--- config.mk ---
export PLATFORM = sky130hd
export DESIGN_NAME = adc_power_clock_config_regs
export DESIGN_NICKNAME = d
export VERILOG_FILES = /design/src/cfg_pkg.sv /design/src/adc_power_clock_config_regs.sv
export SDC_FILE = /design/constraint.sdc
export NUM_CORES = 1
export LEC_CHECK = 0
export BUFFER_PORTS_ARGS = -buffer_cell sky130_fd_sc_hd__buf_2
export CELL_PAD_IN_SITES_DETAIL_PLACEMENT = 1
export CELL_PAD_IN_SITES_GLOBAL_PLACEMENT = 2
export CORE_MARGIN = 8
export CORE_UTILIZATION = 29
export CTS_BUF_LIST = sky130_fd_sc_hd__clkbuf_8
export DETAILED_ROUTE_END_ITERATION = 8
export PLACE_DENSITY_LB_ADDON = 0.1
export SYNTH_ARGS = -nofsm -noshare
export SYNTH_HDL_FRONTEND = slang
export SYNTH_SLANG_ARGS = --single-unit
--- constraint.sdc ---
create_clock -name clock -period 1.7 [get_ports clock]
set_input_delay 0 -clock clock [delete_from_list [all_inputs] [get_ports clock]]
set_output_delay 0 -clock clock [all_outputs]
set_load 0.1 [all_outputs]
--- src/cfg_pkg.sv ---
/*
 * constants, field layouts and carrier structs for the converter power and
 * clock configuration register bank.
 * assumes a single 250 MHz clock domain and an avalon-mm master outside.
 */
package cfg_pkg;
	// ----------------------------------------------------------------
	// register map (byte addresses are four times the index)
	// ----------------------------------------------------------------
	localparam logic [7:0] IDX_LOW_SPEED = 8'h13;
	localparam logic [7:0] IDX_POWER = 8'h15;
	localparam logic [7:0] IDX_CLOCK_DIV = 8'h27;
	localparam logic [7:0] IDX_LINK_TEST = 8'h2A;
	localparam int ADDR_W = 10;
	// writable-bit masks: must-write-zero bits are held at zero
	localparam logic [7:0] MASK_LOW_SPEED = 8'h80;
	localparam logic [7:0] MASK_POWER = 8'hFD;
	localparam logic [7:0] MASK_CLOCK_DIV = 8'hC0;
	localparam logic [7:0] MASK_LINK_TEST = 8'hFF;
	localparam logic [7:0] RESET_VALUE = 8'h00;
	// ----------------------------------------------------------------
	// field positions
	// ----------------------------------------------------------------
	localparam int BIT_LOW_SPEED = 7;
	localparam int BIT_CH_A = 7;
	localparam int BIT_STANDBY = 3;
	localparam int BIT_GLOBAL = 2;
	localparam int BIT_PIN_FUNC = 0;
	localparam int DIV_LSB = 6;
	localparam int TEST_LSB = 6;
	localparam int BIT_IDLE_SYNC = 5;
	localparam int BIT_SYNC_CODE = 4;
	localparam int BIT_FLIP = 3;
	localparam int BIT_LANE = 2;
	localparam int BIT_FRAME = 1;
	localparam int BIT_ILA_DIS = 0;
	localparam int NUM_CH = 4;
	localparam logic [1:0] SYNC_RESET = 2'h0;

	typedef enum logic [1:0] {
		DIV_BYPASS = 2'h0,
		DIV_BY_1 = 2'h1,
		DIV_BY_2 = 2'h2,
		DIV_BY_4 = 2'h3
	} clock_div_e;

	typedef enum logic [1:0] {
		TEST_NORMAL = 2'h0,
		TEST_CLOCK = 2'h1,
		TEST_ENCODED = 2'h2,
		TEST_PRBS15 = 2'h3
	} transport_test_e;

	// power controls seen by the analog core
	typedef struct packed {
		logic low_speed_mode;
		logic [3:0] channel_powerdown; // [3]=a .. [0]=d
		logic standby;
		logic whole_device_powerdown;
	} power_ctrl_s;

	// link test and alignment controls
	typedef struct packed {
		transport_test_e transport_test_select;
		logic idle_sync;
		logic sync_code_select;
		logic flip_data;
		logic lane_align;
		logic frame_align;
		logic initial_alignment_disable;
	} link_ctrl_s;
endpackage : cfg_pkg

--- src/adc_power_clock_config_regs.sv ---
/*
 * avalon-mm register bank for converter power, clock divider and link test.
 * assumes the external power-down pin is asynchronous to clock.
 */
// The Avalon-MM interface to the registers was decided locally.
`timescale 1ns/1ns
module adc_power_clock_config_regs (
	input wire logic clock,
	input wire logic sys_rst,
	input wire logic [cfg_pkg::ADDR_W-1:0] address,
	input wire logic read,
	input wire logic write,
	input wire logic [31:0] writedata,
	input wire logic [3:0] byteenable,
	output logic [31:0] readdata,
	output logic waitrequest,
	output logic response_error,
	input wire logic external_powerdown_pin,
	output cfg_pkg::power_ctrl_s power_ctrl,
	output cfg_pkg::clock_div_e clock_div_select,
	output cfg_pkg::link_ctrl_s link_ctrl
);
	import cfg_pkg::*;

	logic [7:0] low_speed_q, power_q, clock_div_q, link_test_q;
	logic [2:0] pin_sync_q;
	logic pin_level_q;
	logic accept_q;
	logic [7:0] index;
	logic hit_low, hit_pwr, hit_div, hit_link, hit_any, wr_take;
	logic [7:0] rd_d;

	// ----------------------------------------------------------------
	// bus decode
	// ----------------------------------------------------------------
	// one wait state: waitrequest drops for one cycle after a request
	assign index = address[ADDR_W-1:2];
	assign hit_low = index == IDX_LOW_SPEED;
	assign hit_pwr = index == IDX_POWER;
	assign hit_div = index == IDX_CLOCK_DIV;
	assign hit_link = index == IDX_LINK_TEST;
	assign hit_any = hit_low | hit_pwr | hit_div | hit_link;
	assign wr_take = write & accept_q & byteenable[0];

	// request acceptance toggle
	always_ff @(posedge clock or posedge sys_rst) begin
		if (sys_rst) begin
			accept_q <= 1'b0;
		end else begin
			accept_q <= (read | write) & ~accept_q;
		end
	end

	// waitrequest high unless the answer stands this cycle
	always_ff @(posedge clock or posedge sys_rst) begin
		if (sys_rst) begin
			waitrequest <= 1'b1;
		end else begin
			waitrequest <= ~((read | write) & ~accept_q);
		end
	end

	// read mux
	always_comb begin
		rd_d = 8'h00;
		unique case (1'b1)
			hit_low: rd_d = low_speed_q;
			hit_pwr: rd_d = power_q;
			hit_div: rd_d = clock_div_q;
			hit_link: rd_d = link_test_q;
			default: rd_d = 8'h00;
		endcase
	end

	// read data and error answer, registered with the answer cycle
	always_ff @(posedge clock or posedge sys_rst) begin
		if (sys_rst) begin
			readdata <= 32'h0000_0000;
			response_error <= 1'b0;
		end else begin
			readdata <= {24'h00_0000, rd_d};
			response_error <= (read | write) & ~accept_q & ~hit_any;
		end
	end

	// ----------------------------------------------------------------
	// configuration registers
	// ----------------------------------------------------------------
	// writes land only on the accept edge; must-write-zero bits stay zero
	always_ff @(posedge clock or posedge sys_rst) begin
		if (sys_rst) begin
			low_speed_q <= RESET_VALUE;
			power_q <= RESET_VALUE;
			clock_div_q <= RESET_VALUE;
			link_test_q <= RESET_VALUE;
		end else if (wr_take) begin
			if (hit_low) low_speed_q <= writedata[7:0] & MASK_LOW_SPEED;
			if (hit_pwr) power_q <= writedata[7:0] & MASK_POWER;
			if (hit_div) clock_div_q <= writedata[7:0] & MASK_CLOCK_DIV;
			if (hit_link) link_test_q <= writedata[7:0] & MASK_LINK_TEST;
		end
	end

	// ----------------------------------------------------------------
	// external pin synchroniser
	// ----------------------------------------------------------------
	// three stages; level changes when the second and third agree
	always_ff @(posedge clock or posedge sys_rst) begin
		if (sys_rst) begin
			pin_sync_q <= 3'h0;
			pin_level_q <= 1'b0;
		end else begin
			pin_sync_q <= {pin_sync_q[1:0], external_powerdown_pin};
			if (pin_sync_q[1] == pin_sync_q[2]) pin_level_q <= pin_sync_q[2];
		end
	end

	// ----------------------------------------------------------------
	// outputs
	// ----------------------------------------------------------------
	// power controls, pin merged by function select
	always_ff @(posedge clock or posedge sys_rst) begin
		if (sys_rst) begin
			power_ctrl <= '0;
		end else begin
			power_ctrl.low_speed_mode <= low_speed_q[BIT_LOW_SPEED];
			power_ctrl.channel_powerdown <= power_q[BIT_CH_A -: NUM_CH];
			power_ctrl.standby <= power_q[BIT_STANDBY]
				| (pin_level_q & power_q[BIT_PIN_FUNC]);
			power_ctrl.whole_device_powerdown <= power_q[BIT_GLOBAL]
				| (pin_level_q & ~power_q[BIT_PIN_FUNC]);
		end
	end

	// clock divider and link controls
	always_ff @(posedge clock or posedge sys_rst) begin
		if (sys_rst) begin
			clock_div_select <= DIV_BYPASS;
			link_ctrl <= '0;
		end else begin
			clock_div_select <= clock_div_e'(clock_div_q[DIV_LSB +: 2]);
			link_ctrl.transport_test_select <= transport_test_e'(link_test_q[TEST_LSB +: 2]);
			link_ctrl.idle_sync <= link_test_q[BIT_IDLE_SYNC];
			link_ctrl.sync_code_select <= link_test_q[BIT_SYNC_CODE];
			link_ctrl.flip_data <= link_test_q[BIT_FLIP];
			link_ctrl.lane_align <= link_test_q[BIT_LANE];
			link_ctrl.frame_align <= link_test_q[BIT_FRAME];
			link_ctrl.initial_alignment_disable <= link_test_q[BIT_ILA_DIS];
		end
	end

	// ----------------------------------------------------------------
	// assertions
	// ----------------------------------------------------------------
	AST_CH_POWERDOWN: assert property (@(posedge clock) disable iff (sys_rst)
		power_ctrl.channel_powerdown == $past(power_q[7:4]))
		else $error("channel power-down does not follow register");
	AST_STANDBY_PIN: assert property (@(posedge clock) disable iff (sys_rst)
		($past(pin_level_q) && $past(power_q[0])) |-> power_ctrl.standby)
		else $error("pin did not force standby");
	AST_GLOBAL_PIN: assert property (@(posedge clock) disable iff (sys_rst)
		($past(pin_level_q) && !$past(power_q[0])) |-> power_ctrl.whole_device_powerdown)
		else $error("pin did not force global power-down");
	AST_STANDBY_OR: assert property (@(posedge clock) disable iff (sys_rst)
		(!$past(pin_level_q) && !$past(power_q[3])) |-> !power_ctrl.standby)
		else $error("standby without cause");
	AST_STANDBY_REG: assert property (@(posedge clock) disable iff (sys_rst)
		$past(power_q[3]) |-> power_ctrl.standby)
		else $error("standby bit ignored");
	AST_GLOBAL_REG: assert property (@(posedge clock) disable iff (sys_rst)
		$past(power_q[2]) |-> power_ctrl.whole_device_powerdown)
		else $error("global power-down bit ignored");
	AST_LOW_SPEED: assert property (@(posedge clock) disable iff (sys_rst)
		(write && accept_q && byteenable[0] && hit_low) |=> ##1
		power_ctrl.low_speed_mode == $past(writedata[7], 2))
		else $error("low-speed write not applied");
	AST_DIV: assert property (@(posedge clock) disable iff (sys_rst)
		clock_div_select == $past(clock_div_q[7:6]))
		else $error("divider select mismatch");
	AST_TEST_SEL: assert property (@(posedge clock) disable iff (sys_rst)
		link_ctrl.transport_test_select == $past(link_test_q[7:6]))
		else $error("transport test select mismatch");
	AST_ALIGN: assert property (@(posedge clock) disable iff (sys_rst)
		{link_ctrl.lane_align, link_ctrl.frame_align, link_ctrl.initial_alignment_disable}
		== $past(link_test_q[2:0]))
		else $error("alignment controls mismatch");
	AST_FRAME: assert property (@(posedge clock) disable iff (sys_rst)
		$rose(link_test_q[1]) |=> link_ctrl.frame_align)
		else $error("frame align late");
	AST_ILA: assert property (@(posedge clock) disable iff (sys_rst)
		$fell(link_test_q[0]) |=> !link_ctrl.initial_alignment_disable)
		else $error("alignment disable stuck");
	// write landing, must-write-zero bits, the far side of the pin merge, and lane align and alignment disable on a rise
	AST_LOW_MASK: assert property (@(posedge clock) disable iff (sys_rst)
		low_speed_q[6:0] == 7'h00)
		else $error("low-speed reserved bits set");
	AST_POWER_MASK: assert property (@(posedge clock) disable iff (sys_rst)
		power_q[1] == 1'b0)
		else $error("power reserved bit set");
	AST_DIV_MASK: assert property (@(posedge clock) disable iff (sys_rst)
		clock_div_q[5:0] == 6'h00)
		else $error("divider reserved bits set");
	AST_PWR_WRITE: assert property (@(posedge clock) disable iff (sys_rst)
		(wr_take && hit_pwr) |=> power_q == ($past(writedata[7:0]) & MASK_POWER))
		else $error("power write not applied");
	AST_DIV_WRITE: assert property (@(posedge clock) disable iff (sys_rst)
		(wr_take && hit_div) |=> clock_div_q == ($past(writedata[7:0]) & MASK_CLOCK_DIV))
		else $error("divider write not applied");
	AST_LINK_WRITE: assert property (@(posedge clock) disable iff (sys_rst)
		(wr_take && hit_link) |=> link_test_q == ($past(writedata[7:0]) & MASK_LINK_TEST))
		else $error("link test write not applied");
	AST_GLOBAL_OR: assert property (@(posedge clock) disable iff (sys_rst)
		(!$past(pin_level_q) && !$past(power_q[2])) |-> !power_ctrl.whole_device_powerdown)
		else $error("global power-down without cause");
	AST_PIN_NOT_GLOBAL: assert property (@(posedge clock) disable iff (sys_rst)
		($past(power_q[0]) && !$past(power_q[2])) |-> !power_ctrl.whole_device_powerdown)
		else $error("standby pin caused global power-down");
	AST_PIN_NOT_STANDBY: assert property (@(posedge clock) disable iff (sys_rst)
		(!$past(power_q[0]) && !$past(power_q[3])) |-> !power_ctrl.standby)
		else $error("global pin caused standby");
	AST_LANE: assert property (@(posedge clock) disable iff (sys_rst)
		$rose(link_test_q[2]) |=> link_ctrl.lane_align)
		else $error("lane align late");
	AST_ILA_SET: assert property (@(posedge clock) disable iff (sys_rst)
		$rose(link_test_q[0]) |=> link_ctrl.initial_alignment_disable)
		else $error("alignment disable not applied");
endmodule : adc_power_clock_config_regs

-- Yosys cells after proc, flatten, opt, wreduce, memory -nomap -nowiden
Cells that the tools add are included.
- flip-flop bits (word level): 50
- input bits: 51
- eq/ne operators: 5
- multiplexer cells: 1
- bitwise operators: 16
- reduce and logical (&&, ||, !) cells: 4
- operators by type and width (cell ; count):
    8-bit case mux with 4 select lines ; 1
    8-bit by 5-bit equality test with 1-bit output, second input constant ; 2
    8-bit by 6-bit equality test with 1-bit output, second input constant ; 2
    2-bit AND reduction ; 4
    1-bit bitwise AND ; 6
    1-bit OR ; 6
    1-bit inverter ; 4
    1-bit equality test ; 1

-- Longest topological paths before layout
Gate-level depths: netlist of the first run.
- word-level depth: 6
- mapped depth: 4
- depth with buffers taken out: 3

-- Worst setup path after synthesis of the first run
OpenSTA, ideal clock, no wires.
- path type: input to register
- start: in address[6] (netlist name)
- end: reg clock_div_q[6]
- setup time: 0.128 ns
- arrival time: 1.062 ns
- slack: 0.510 ns
- cell stages on the path: 3
- buffers on the path: 0
- path through: or4b_4 > nor3_2 > mux2_1
- longest elaborated chain between the ends: 2
- RTL lines (item ; line ; RTL):
    start: declaration ; adc_power_clock_config_regs.sv:10 ; input wire logic [cfg_pkg::ADDR_W-1:0] address,
    8-bit by 6-bit equality test with 1-bit output ; adc_power_clock_config_regs.sv:40 ; assign hit_div = index == IDX_CLOCK_DIV;
    2-bit AND reduction (no line) ; - ;
    end signal: assignment ; adc_power_clock_config_regs.sv:99 ; if (hit_div) clock_div_q <= writedata[7:0] & MASK_CLOCK_DIV;
    end: declaration ; adc_power_clock_config_regs.sv:25 ; logic [7:0] low_speed_q, power_q, clock_div_q, link_test_q;
No other way between the ends.
A chain may end at the register's enable or synchronous reset.

-- Final worst setup path of the first run
- start: reg accept_q
- end: reg link_test_q[7]
- longest elaborated chain between the ends: 3
- RTL lines (item ; line ; RTL):
    start: declaration ; adc_power_clock_config_regs.sv:28 ; logic accept_q;
    start signal: assignment ; adc_power_clock_config_regs.sv:50 ; accept_q <= (read | write) & ~accept_q;
    1-bit bitwise AND (2 in series) ; adc_power_clock_config_regs.sv:43 ; assign wr_take = write & accept_q & byteenable[0];
    2-bit AND reduction (no line) ; - ;
    end signal: assignment ; adc_power_clock_config_regs.sv:100 ; if (hit_link) link_test_q <= writedata[7:0] & MASK_LINK_TEST;
    end: declaration ; adc_power_clock_config_regs.sv:25 ;
No other way between the ends.

==> flow_summary.json, run 1 <==
{
  "root_buffer": "clkbuf_8",
  "min_period_ns": 1.40,
  "maxCapViolCount": 0,
  "yosysMostFrequentCell": "dfrtp_1",
  "antennaDiodeCount": 0,
  "h-tree-depth": 2,
  "critPathLaunchType": "register",
  "grt.busiest_layer": "met2",
  "ant_nets": 0,
  "final_cells": 280,
  "crit_path_max_fanout": 8,
  "p_leak_nw": 1.36,
  "numCtsBuffers": 5,
  "path_clk_slew_ns": 0.08,
  "grt_pass1_vias": 1438,
  "dp_slack_ns": 0.190,
  "antenna_found_initial": 0,
  "synth.avg_cell_area_sq_um": 14.8,
  "synth_top_cell_by_area": "dfrtp_1",
  "drive_above_1_share": 0.315,
  "overflow": 0,
  "synth_area_sq_um": 1960,
  "min_path_cells": 3,
  "gr-usage-met3": 0.0405,
  "period_share": 0.821,
  "ys_seq_area_frac": 0.638,
  "placed_cells": 260,
  "ctsResizeCount": 0,
  "die_y_microns": 98.3,
  "die_w_microns": 98.3,
  "cts.path.max_buffers": 2,
  "pin_count": 102,
  "start_util": 0.294,
  "port_buffers": 48,
  "drtIter0Drc": 16,
  "synth.ff_latch_count": 50,
  "grt_usage": 0.0967,
  "num_rows": 30,
  "drc": 0,
  "required_ns": 1.88,
  "synthFlopType": "dfrtp_1",
  "rsz0062_at_grt": "no",
  "dpl.hpwl_microns": 3350,
  "yosys.area.top_type_share": 0.625,
  "grt_pass1_wl_microns": 7350,
  "hold_viol_final": 0,
  "status": "finished clean",
  "synth.distinct_cells": 29,
  "met2_usage": 0.164,
  "synth_common_cells": "dfrtp_1 (49), buf_4 (24), mux2_1 (18), a22o_1 (5), and3_1 (5)",
  "synth_edf_count": 0,
  "yosysWarnings": 0,
  "vias": 1185,
  "wl_microns": 4380,
  "clk_latency_ns": 0.30,
  "area_delta_synth_final_pct": 24.1,
  "finalMaxSlewViolations": 0,
  "grt_max_degree": 33,
  "fin_nets": 251,
  "cts_tree": "done",
  "hold_path_class": "input port to register",
  "setup_violations": 0,
  "coreArea_sq_um": 6680,
  "drt-vias-per-instance": 4.23,
  "path_class": "register to register",
  "clock_skew_ns": 0.00474,
  "arrival_ns": 1.58,
  "rr_worst_depth": 3,
  "fmax_ghz": 0.716,
  "setup_ws_ns": 0.304,
  "die_area_sq_um": 9650,
  "async_flop_share": 1.00,
  "crit_path_end_kind": "register",
  "final.setup.tns_ns": 0,
  "syn_inst": 133,
  "drt_first_pass_iters": 2,
  "cts.sinks": 50,
  "place_congestion": 0.691,
  "ys_top_cells_by_area": "dfrtp_1 (63%), mux2_1 (10%), buf_4 (9.2%), a22o_1 (2.2%), and3_1 (1.6%)",
  "routedWlPerCell_microns": 15.6,
  "grt_use_met1": 0.103,
  "ir_drop_uv": 274,
  "p_per_area_nw_per_um2": 958
}
-- state kept, by name, summed over array words and instances (netlist names) --
signal	flops
waitrequest	1
link_test_q	8
link_ctrl	8
power_ctrl	7
readdata	8
accept_q	1
pin_level_q	1
power_q	7
clock_div_select	2
low_speed_q	1
pin_sync_q	3
response_error	1
clock_div_q	2
-- cell families (layout without fill, tap and decap cells) --
family	after synthesis	after routing	share of synthesized area
AO/OA/AOI/OAI	11	11	0.0472
adder cells (fa/ha/maj)	1	1	0.00510
buffers and inverters	30	74	0.103
flip-flops	50	50	0.638
multiplexers	18	18	0.103
other	1	24	0.00191
AND/OR/NAND/NOR	22	22	0.101
-- path summary, 6_finish.rpt --
| path | startpoint | to | slack (ns) |
|---|---|---|---|
| min | address[6] | readdata[1] | 0.11 |
| max | accept_q | link_test_q[7] | 0.30 |
| min in group asynchronous | sys_rst | readdata[1] | 0.24 |
| max reg2reg | accept_q | link_test_q[7] | 0.30 |
| min reg2reg | pin_sync_q[0] | pin_sync_q[1] | 0.36 |
| max in group asynchronous | sys_rst | power_ctrl[4] | 0.95 |
-- worst max-delay path: stages (launching register included) --
cell     delay (ns)
dfrtp_1        0.36
and3_1         0.24
nand3_2        0.27
mux2_1         0.41
-- area by class of cell --
| class | instances | area [sq um] |
|---|---|---|
| fill | 731 | 4250 |
| timing repair buffer | 63 | 398 |
| clock inverter | 2 | 7.51 |
| inverter | 4 | 15.0 |
| tap | 80 | 100 |
| sequential | 50 | 1250 |
| multi-input combinational | 76 | 593 |
| clock buffer | 5 | 68.8 |
-- layer usage --
layer / wire length (microns) / up-vias
met2: 2180 / 41
li1: - / 546
met5: 0 / -
met4: 73 / 0
met3: 313 / 7
met1: 1820 / 591
-- stage by stage --
stage          hold WS (ns)  power, mW   util  cell area, sq um
2_1_floorplan        0.0314       1.67      -              2050
3_3_place_gp         0.0256       1.70  0.334              2230
3_5_place_dp         0.0349       1.71  0.334              2230
4_1_cts               0.103       2.37  0.364              2430
5_1_grt               0.111       2.44  0.364              2430
6_report              0.106       2.33  0.364              2430
-- cell usage in the layout (no fill, tap or decap), types with 2 or more instances in the layout --
cell type / count
nand3_2: 2
a21o_1: 2
clkbuf_8: 5
nand3_1: 2
dlygate4sd3_1: 13
conb_1: 24
dfrtp_1: 49
mux2_1: 18
buf_2: 48
and4bb_1: 2
a22o_1: 5
inv_1: 5
and3_1: 5
-- what timing repair did --
item / in CTS / in global routing
hold buffers: 13 / 0
buffers inserted: 0 / 0
endpoints found under the hold margin: 38 / 0
-- power by group --
| part | leakage, nW | switching [mW] | internal, mW |
|---|---|---|---|
| combinational | 0.633 | 0.402 | 0.0728 |
| sequential | 0.679 | 0.0128 | 1.22 |
| clock | 0.0466 | 0.355 | 0.272 |
No activity file was read; power rests on OpenSTA's default activity.
==> run 2: changes to the inputs <==
==> constraint.sdc (replaced) <==
create_clock -name clock -period 1.3 [get_ports clock]
set_input_delay 0 -clock clock [delete_from_list [all_inputs] [get_ports clock]]
set_output_delay 0 -clock clock [all_outputs]
set_load 0.1 [all_outputs]
==> flow_summary.json, run 2 (synthesis results as in run 1) <==
{
  "vias": 1210,
  "worstHoldStart": "byteenable[0]",
  "grt_max_degree": 34,
  "rr_worst_depth": 4,
  "clock_skew_ns": 0.00855,
  "rsz0062_at_grt": "no",
  "cts.path.max_buffers": 2,
  "antenna_found_initial": 0,
  "maxCapViolCount": 0,
  "p_leak_nw": 1.43,
  "grt_pass1_wl_microns": 7170,
  "cts.sinks": 50,
  "p_per_area_nw_per_um2": 1260,
  "total_power_mw": 3.26,
  "postPlaceCellArea_sq_um": 2300,
  "fin_nets": 259,
  "mostFrequentLayoutCells": "dfrtp_1 (49), buf_2 (48), conb_1 (24), mux2_1 (16), dlygate4sd3_1 (12)",
  "setup_violations": 0,
  "drive_above_1_share": 0.388,
  "timing.rr.start": "accept_q",
  "fin_area_sq_um": 2580,
  "setup_ws_ns": 0.0621,
  "place_congestion": 0.730,
  "num_rows": 30,
  "drtIter0Drc": 28,
  "h-tree-depth": 2,
  "dp_slack_ns": -0.0703,
  "arrival_ns": 1.41,
  "multi_input_area_sq_um": 642,
  "min_path_cells": 4,
  "routedWlPerCell_microns": 14.8,
  "pin_count": 102,
  "crit_path_max_fanout": 6,
  "ant_nets": 0,
  "path_clk_slew_ns": 0.09,
  "reg2reg_slack_ns": 0.06,
  "final_common_cell": "dfrtp_1",
  "clk_latency_ns": 0.29,
  "numCtsBuffers": 5,
  "die_area_sq_um": 9650,
  "overflow": 0,
  "die_y_microns": 98.3,
  "cp-startpoint": "write",
  "start_util": 0.294,
  "min_period_ns": 1.24,
  "antennaDiodeCount": 0,
  "timing.hold.ws_ns": 0.181,
  "drc": 0,
  "ir_drop_uv": 385,
  "die_w_microns": 98.3,
  "finalMaxSlewViolations": 0,
  "crit_path_end_kind": "register",
  "rr_endpoint": "link_test_q[5]",
  "status": "finished clean",
  "path_class": "input port to register",
  "fill_cells": 756,
  "port_buffers": 48,
  "hold_viol_final": 0,
  "drt_first_pass_iters": 3,
  "critPathLaunchType": "input port",
  "area_delta_synth_final_pct": 31.4,
  "biggestRegsByFlops": "link_ctrl (8), link_test_q (8), readdata (8)",
  "grt_usage": 0.0930,
  "wl_microns": 4280,
  "required_ns": 1.47,
  "period_share": 0.952,
  "grt_pass1_vias": 1421,
  "hold_path_class": "input port to register",
  "cts_tree": "done",
  "root_buffer": "clkbuf_8",
  "regArea_sq_um": 1250,
  "dpl.hpwl_microns": 3350,
  "fmax_ghz": 0.808,
  "drt-vias-per-instance": 4.19,
  "coreArea_sq_um": 6680,
  "holdPathEnd": "clock_div_q[7]"
}
## run 2: changes by cell type in the layout (fill, tap and decap cells not counted), sizes merged
| cell | change |
|---|---|
| buf | +9 |
| clkbuf | +3 |
| inv | -2 |
| dlygate4sd3 | -1 |
## run 2: layout make-up
cell class	count	share of cell area
Clock buffer	8	0.0427
Inverter	4	0.00582
Multi-Input combinational cell	76	0.249
Sequential cell	50	0.486
Tap cell	80	0.0388
Timing Repair Buffer	71	0.178
## run 2: critical path: stages
cell and delay, ns:
dlygate4sd3_1 0.51, buf_2 0.13, and3_4 0.23, nand3_4 0.07, buf_6 0.15, mux2_1 0.31
## run 2: how the worst max path moves through the flow
stage / cells after the start / to
global placement: 3 / power_q[2]
floorplan: 1 / accept_q
global route: 4 / link_test_q[3]
finish: 6 / link_test_q[5]
CTS: 4 / clock_div_q[6]
detailed placement: 3 / power_q[5]
## run 2: what timing repair did
item / CTS / global route
hold buffers: 12 / 0
gates resized for setup: 4 / 7
pin swaps: 0 / 2
setup endpoints to repair: 13 / 7
gates cloned: 0 / 0
buffers inserted: 0 / 0
endpoints found under the hold margin: 37 / 0
## run 2: through the flow
stage          cells  TNS [ns]   util
2_1_floorplan    156         0      -
3_3_place_gp     269    -0.307  0.344
3_5_place_dp     269    -0.497  0.344
4_1_cts          289         0  0.381
5_1_grt          289         0  0.386
6_report         289         0  0.386
## run 2: report_power, final
part / switching, mW / leakage (nW) / internal, mW
logic: 0.532 / 0.690 / 0.109
registers: 0.0185 / 0.679 / 1.59
clock network: 0.469 / 0.0575 / 0.537
total: 1.02 / 1.43 / 2.24
## run 2: metal layers
layer,up-vias,global-route usage,part of all wire
met4,0,0.0248,0.0054
met2,40,0.155,0.51
met5,-,0,0
met3,2,0.0370,0.070
met1,604,0.108,0.42
li1,564,-,-
==> run 3: changes to the inputs <==
--- a/config.mk
+++ b/config.mk
@@ -5,13 +5,15 @@
 export SDC_FILE = /design/constraint.sdc
 export NUM_CORES = 1
 export LEC_CHECK = 0
+export ABC_CLOCK_PERIOD_IN_PS = 1300
 export BUFFER_PORTS_ARGS = -buffer_cell sky130_fd_sc_hd__buf_2
 export CELL_PAD_IN_SITES_DETAIL_PLACEMENT = 1
 export CELL_PAD_IN_SITES_GLOBAL_PLACEMENT = 2
 export CORE_MARGIN = 8
 export CORE_UTILIZATION = 29
-export CTS_BUF_LIST = sky130_fd_sc_hd__clkbuf_8
+export CTS_BUF_LIST = sky130_fd_sc_hd__clkbuf_4 sky130_fd_sc_hd__clkbuf_8
 export DETAILED_ROUTE_END_ITERATION = 8
+export MAX_ROUTING_LAYER = met4
 export PLACE_DENSITY_LB_ADDON = 0.1
 export SYNTH_ARGS = -nofsm -noshare
 export SYNTH_HDL_FRONTEND = slang
==> flow_summary.json, run 3 (synthesis results as in run 1) <==
{
  "min_period_ns": 1.24,
  "timing.hold.ws_ns": 0.181,
  "coreArea_sq_um": 6680,
  "postPlaceCellArea_sq_um": 2300,
  "vias": 1210,
  "area_delta_synth_final_pct": 31.4,
  "h-tree-depth": 2,
  "ant_nets": 0,
  "p_comb_frac": 0.197,
  "routedWlPerCell_microns": 14.8,
  "clk_latency_ns": 0.29,
  "port_buffers": 48,
  "fin_util": 0.386,
  "grt_pass1_vias": 1421,
  "cp_top_family": "buffers and inverters",
  "cts.sinks": 50,
  "required_ns": 1.47,
  "finalMaxSlewViolations": 0,
  "overflow": 0,
  "grt_max_degree": 34,
  "setup_violations": 0,
  "intPower_mw": 2.24,
  "die_w_microns": 98.3,
  "fmax_ghz": 0.808,
  "worstHoldStart": "byteenable[0]",
  "final_common_cell": "dfrtp_1",
  "biggestRegsByFlops": "link_ctrl (8), link_test_q (8), readdata (8)",
  "place_congestion": 0.739,
  "timing.rr.start": "accept_q",
  "hold_viol_final": 0,
  "pwr-share-clk": 0.309,
  "final.setup.tns_ns": 0,
  "wl_microns": 4280,
  "die_area_sq_um": 9650,
  "drtIter0Drc": 35,
  "total_power_mw": 3.26,
  "path_class": "input port to register",
  "fin_nets": 259,
  "rr_worst_depth": 4,
  "crit_path_max_incr_delay_ns": 0.51,
  "grt_usage": 0.0956,
  "slowest_stage": "dlygate4sd3_1",
  "dp_slack_ns": -0.0703,
  "antennaDiodeCount": 0,
  "drt_first_pass_iters": 3,
  "cts.path.max_buffers": 2,
  "cp.depth": 6,
  "placed_cells": 269,
  "setup_ws_ns": 0.0621,
  "fin_area_sq_um": 2580,
  "cts_tree": "done",
  "p_leak_nw": 1.43,
  "drive_above_1_share": 0.388,
  "post_cts_buffers": 0,
  "drc": 0,
  "antenna_found_initial": 0,
  "p_sw_frac": 0.313,
  "power.switching_mw": 1.02,
  "final_cells": 289,
  "sequentialPowerShare": 0.495,
  "crit_buf_inv": 3,
  "mostFrequentLayoutCells": "dfrtp_1 (49), buf_2 (48), conb_1 (24), mux2_1 (16), dlygate4sd3_1 (12)",
  "arrival_ns": 1.41,
  "cp_cell_sequence": "dlygate4sd3_1 -> buf_2 -> and3_4 -> nand3_4 -> buf_6 -> mux2_1",
  "num_rows": 30,
  "rsz0062_at_grt": "no",
  "path_clk_slew_ns": 0.09,
  "ir_drop_uv": 385,
  "pin_count": 102,
  "critPathLaunchType": "input port",
  "min_path_cells": 4,
  "clock_skew_ns": 0.00848,
  "hold_path_class": "input port to register",
  "numCtsBuffers": 5,
  "grt_pass1_wl_microns": 7170,
  "rr_endpoint": "link_test_q[5]",
  "start_util": 0.294,
  "crit_path_end_kind": "register",
  "die_y_microns": 98.3,
  "reg2reg_slack_ns": 0.07,
  "crit_path_max_fanout": 6,
  "status": "finished clean",
  "dpl.hpwl_microns": 3350,
  "p_per_area_nw_per_um2": 1260,
  "maxCapViolCount": 0,
  "drt-vias-per-instance": 4.19,
  "root_buffer": "clkbuf_8",
  "holdPathEnd": "clock_div_q[7]",
  "period_share": 0.952
}
-- run 3: cell counts in the layout (fill, tap and decap cells not counted) --
Identical to the previous run, type by type.
-- run 3: final cells by class --
| cell class | instances | area, sq um |
|---|---|---|
| fill | 756 | 4100 |
| clock buffer | 8 | 110 |
| multi-input combinational | 76 | 642 |
| inverter | 4 | 15.0 |
| sequential | 50 | 1250 |
| tap | 80 | 100 |
| timing repair buffer | 71 | 459 |
-- run 3: worst max-delay path by stage --
stage              from              to  slack (ns)
5_1_grt        accept_q  link_test_q[3]       0.001
3_3_place_gp   accept_q      power_q[2]       -0.04
6_report          write  link_test_q[5]        0.06
2_1_floorplan   sys_rst        accept_q        0.10
4_1_cts        accept_q  clock_div_q[6]        0.03
3_5_place_dp   accept_q      power_q[5]       -0.07
-- run 3: repair_timing --
item	in CTS	in global routing
setup endpoints to repair	13	7
gates resized for setup	4	7
cloned	0	0
hold buffers	12	0
pin swaps	0	2
endpoints found under the hold margin	37	0
-- run 3: per-layer routing --
layer  wire, microns  GRT usage
met1            1810      0.110
met2            2180      0.155
met3             265     0.0341
met4              23     0.0248
met5               0          -
-- run 3: worst register-to-register path: stages (launching register included) --
cell,delay [ns]
dfrtp_1,0.36
and3_4,0.23
nand3_4,0.07
buf_6,0.15
mux2_1,0.31
-- run 3: power groups by stage --
stage               sequential (mW)  combinational [mW]  clock [mW]
floorplan                      1.77               0.418           0
global placement               1.64               0.601           0
detailed placement             1.64               0.605           0
CTS                            1.61               0.637        1.05
global route                   1.62               0.671        1.11
finish                         1.61               0.641        1.01
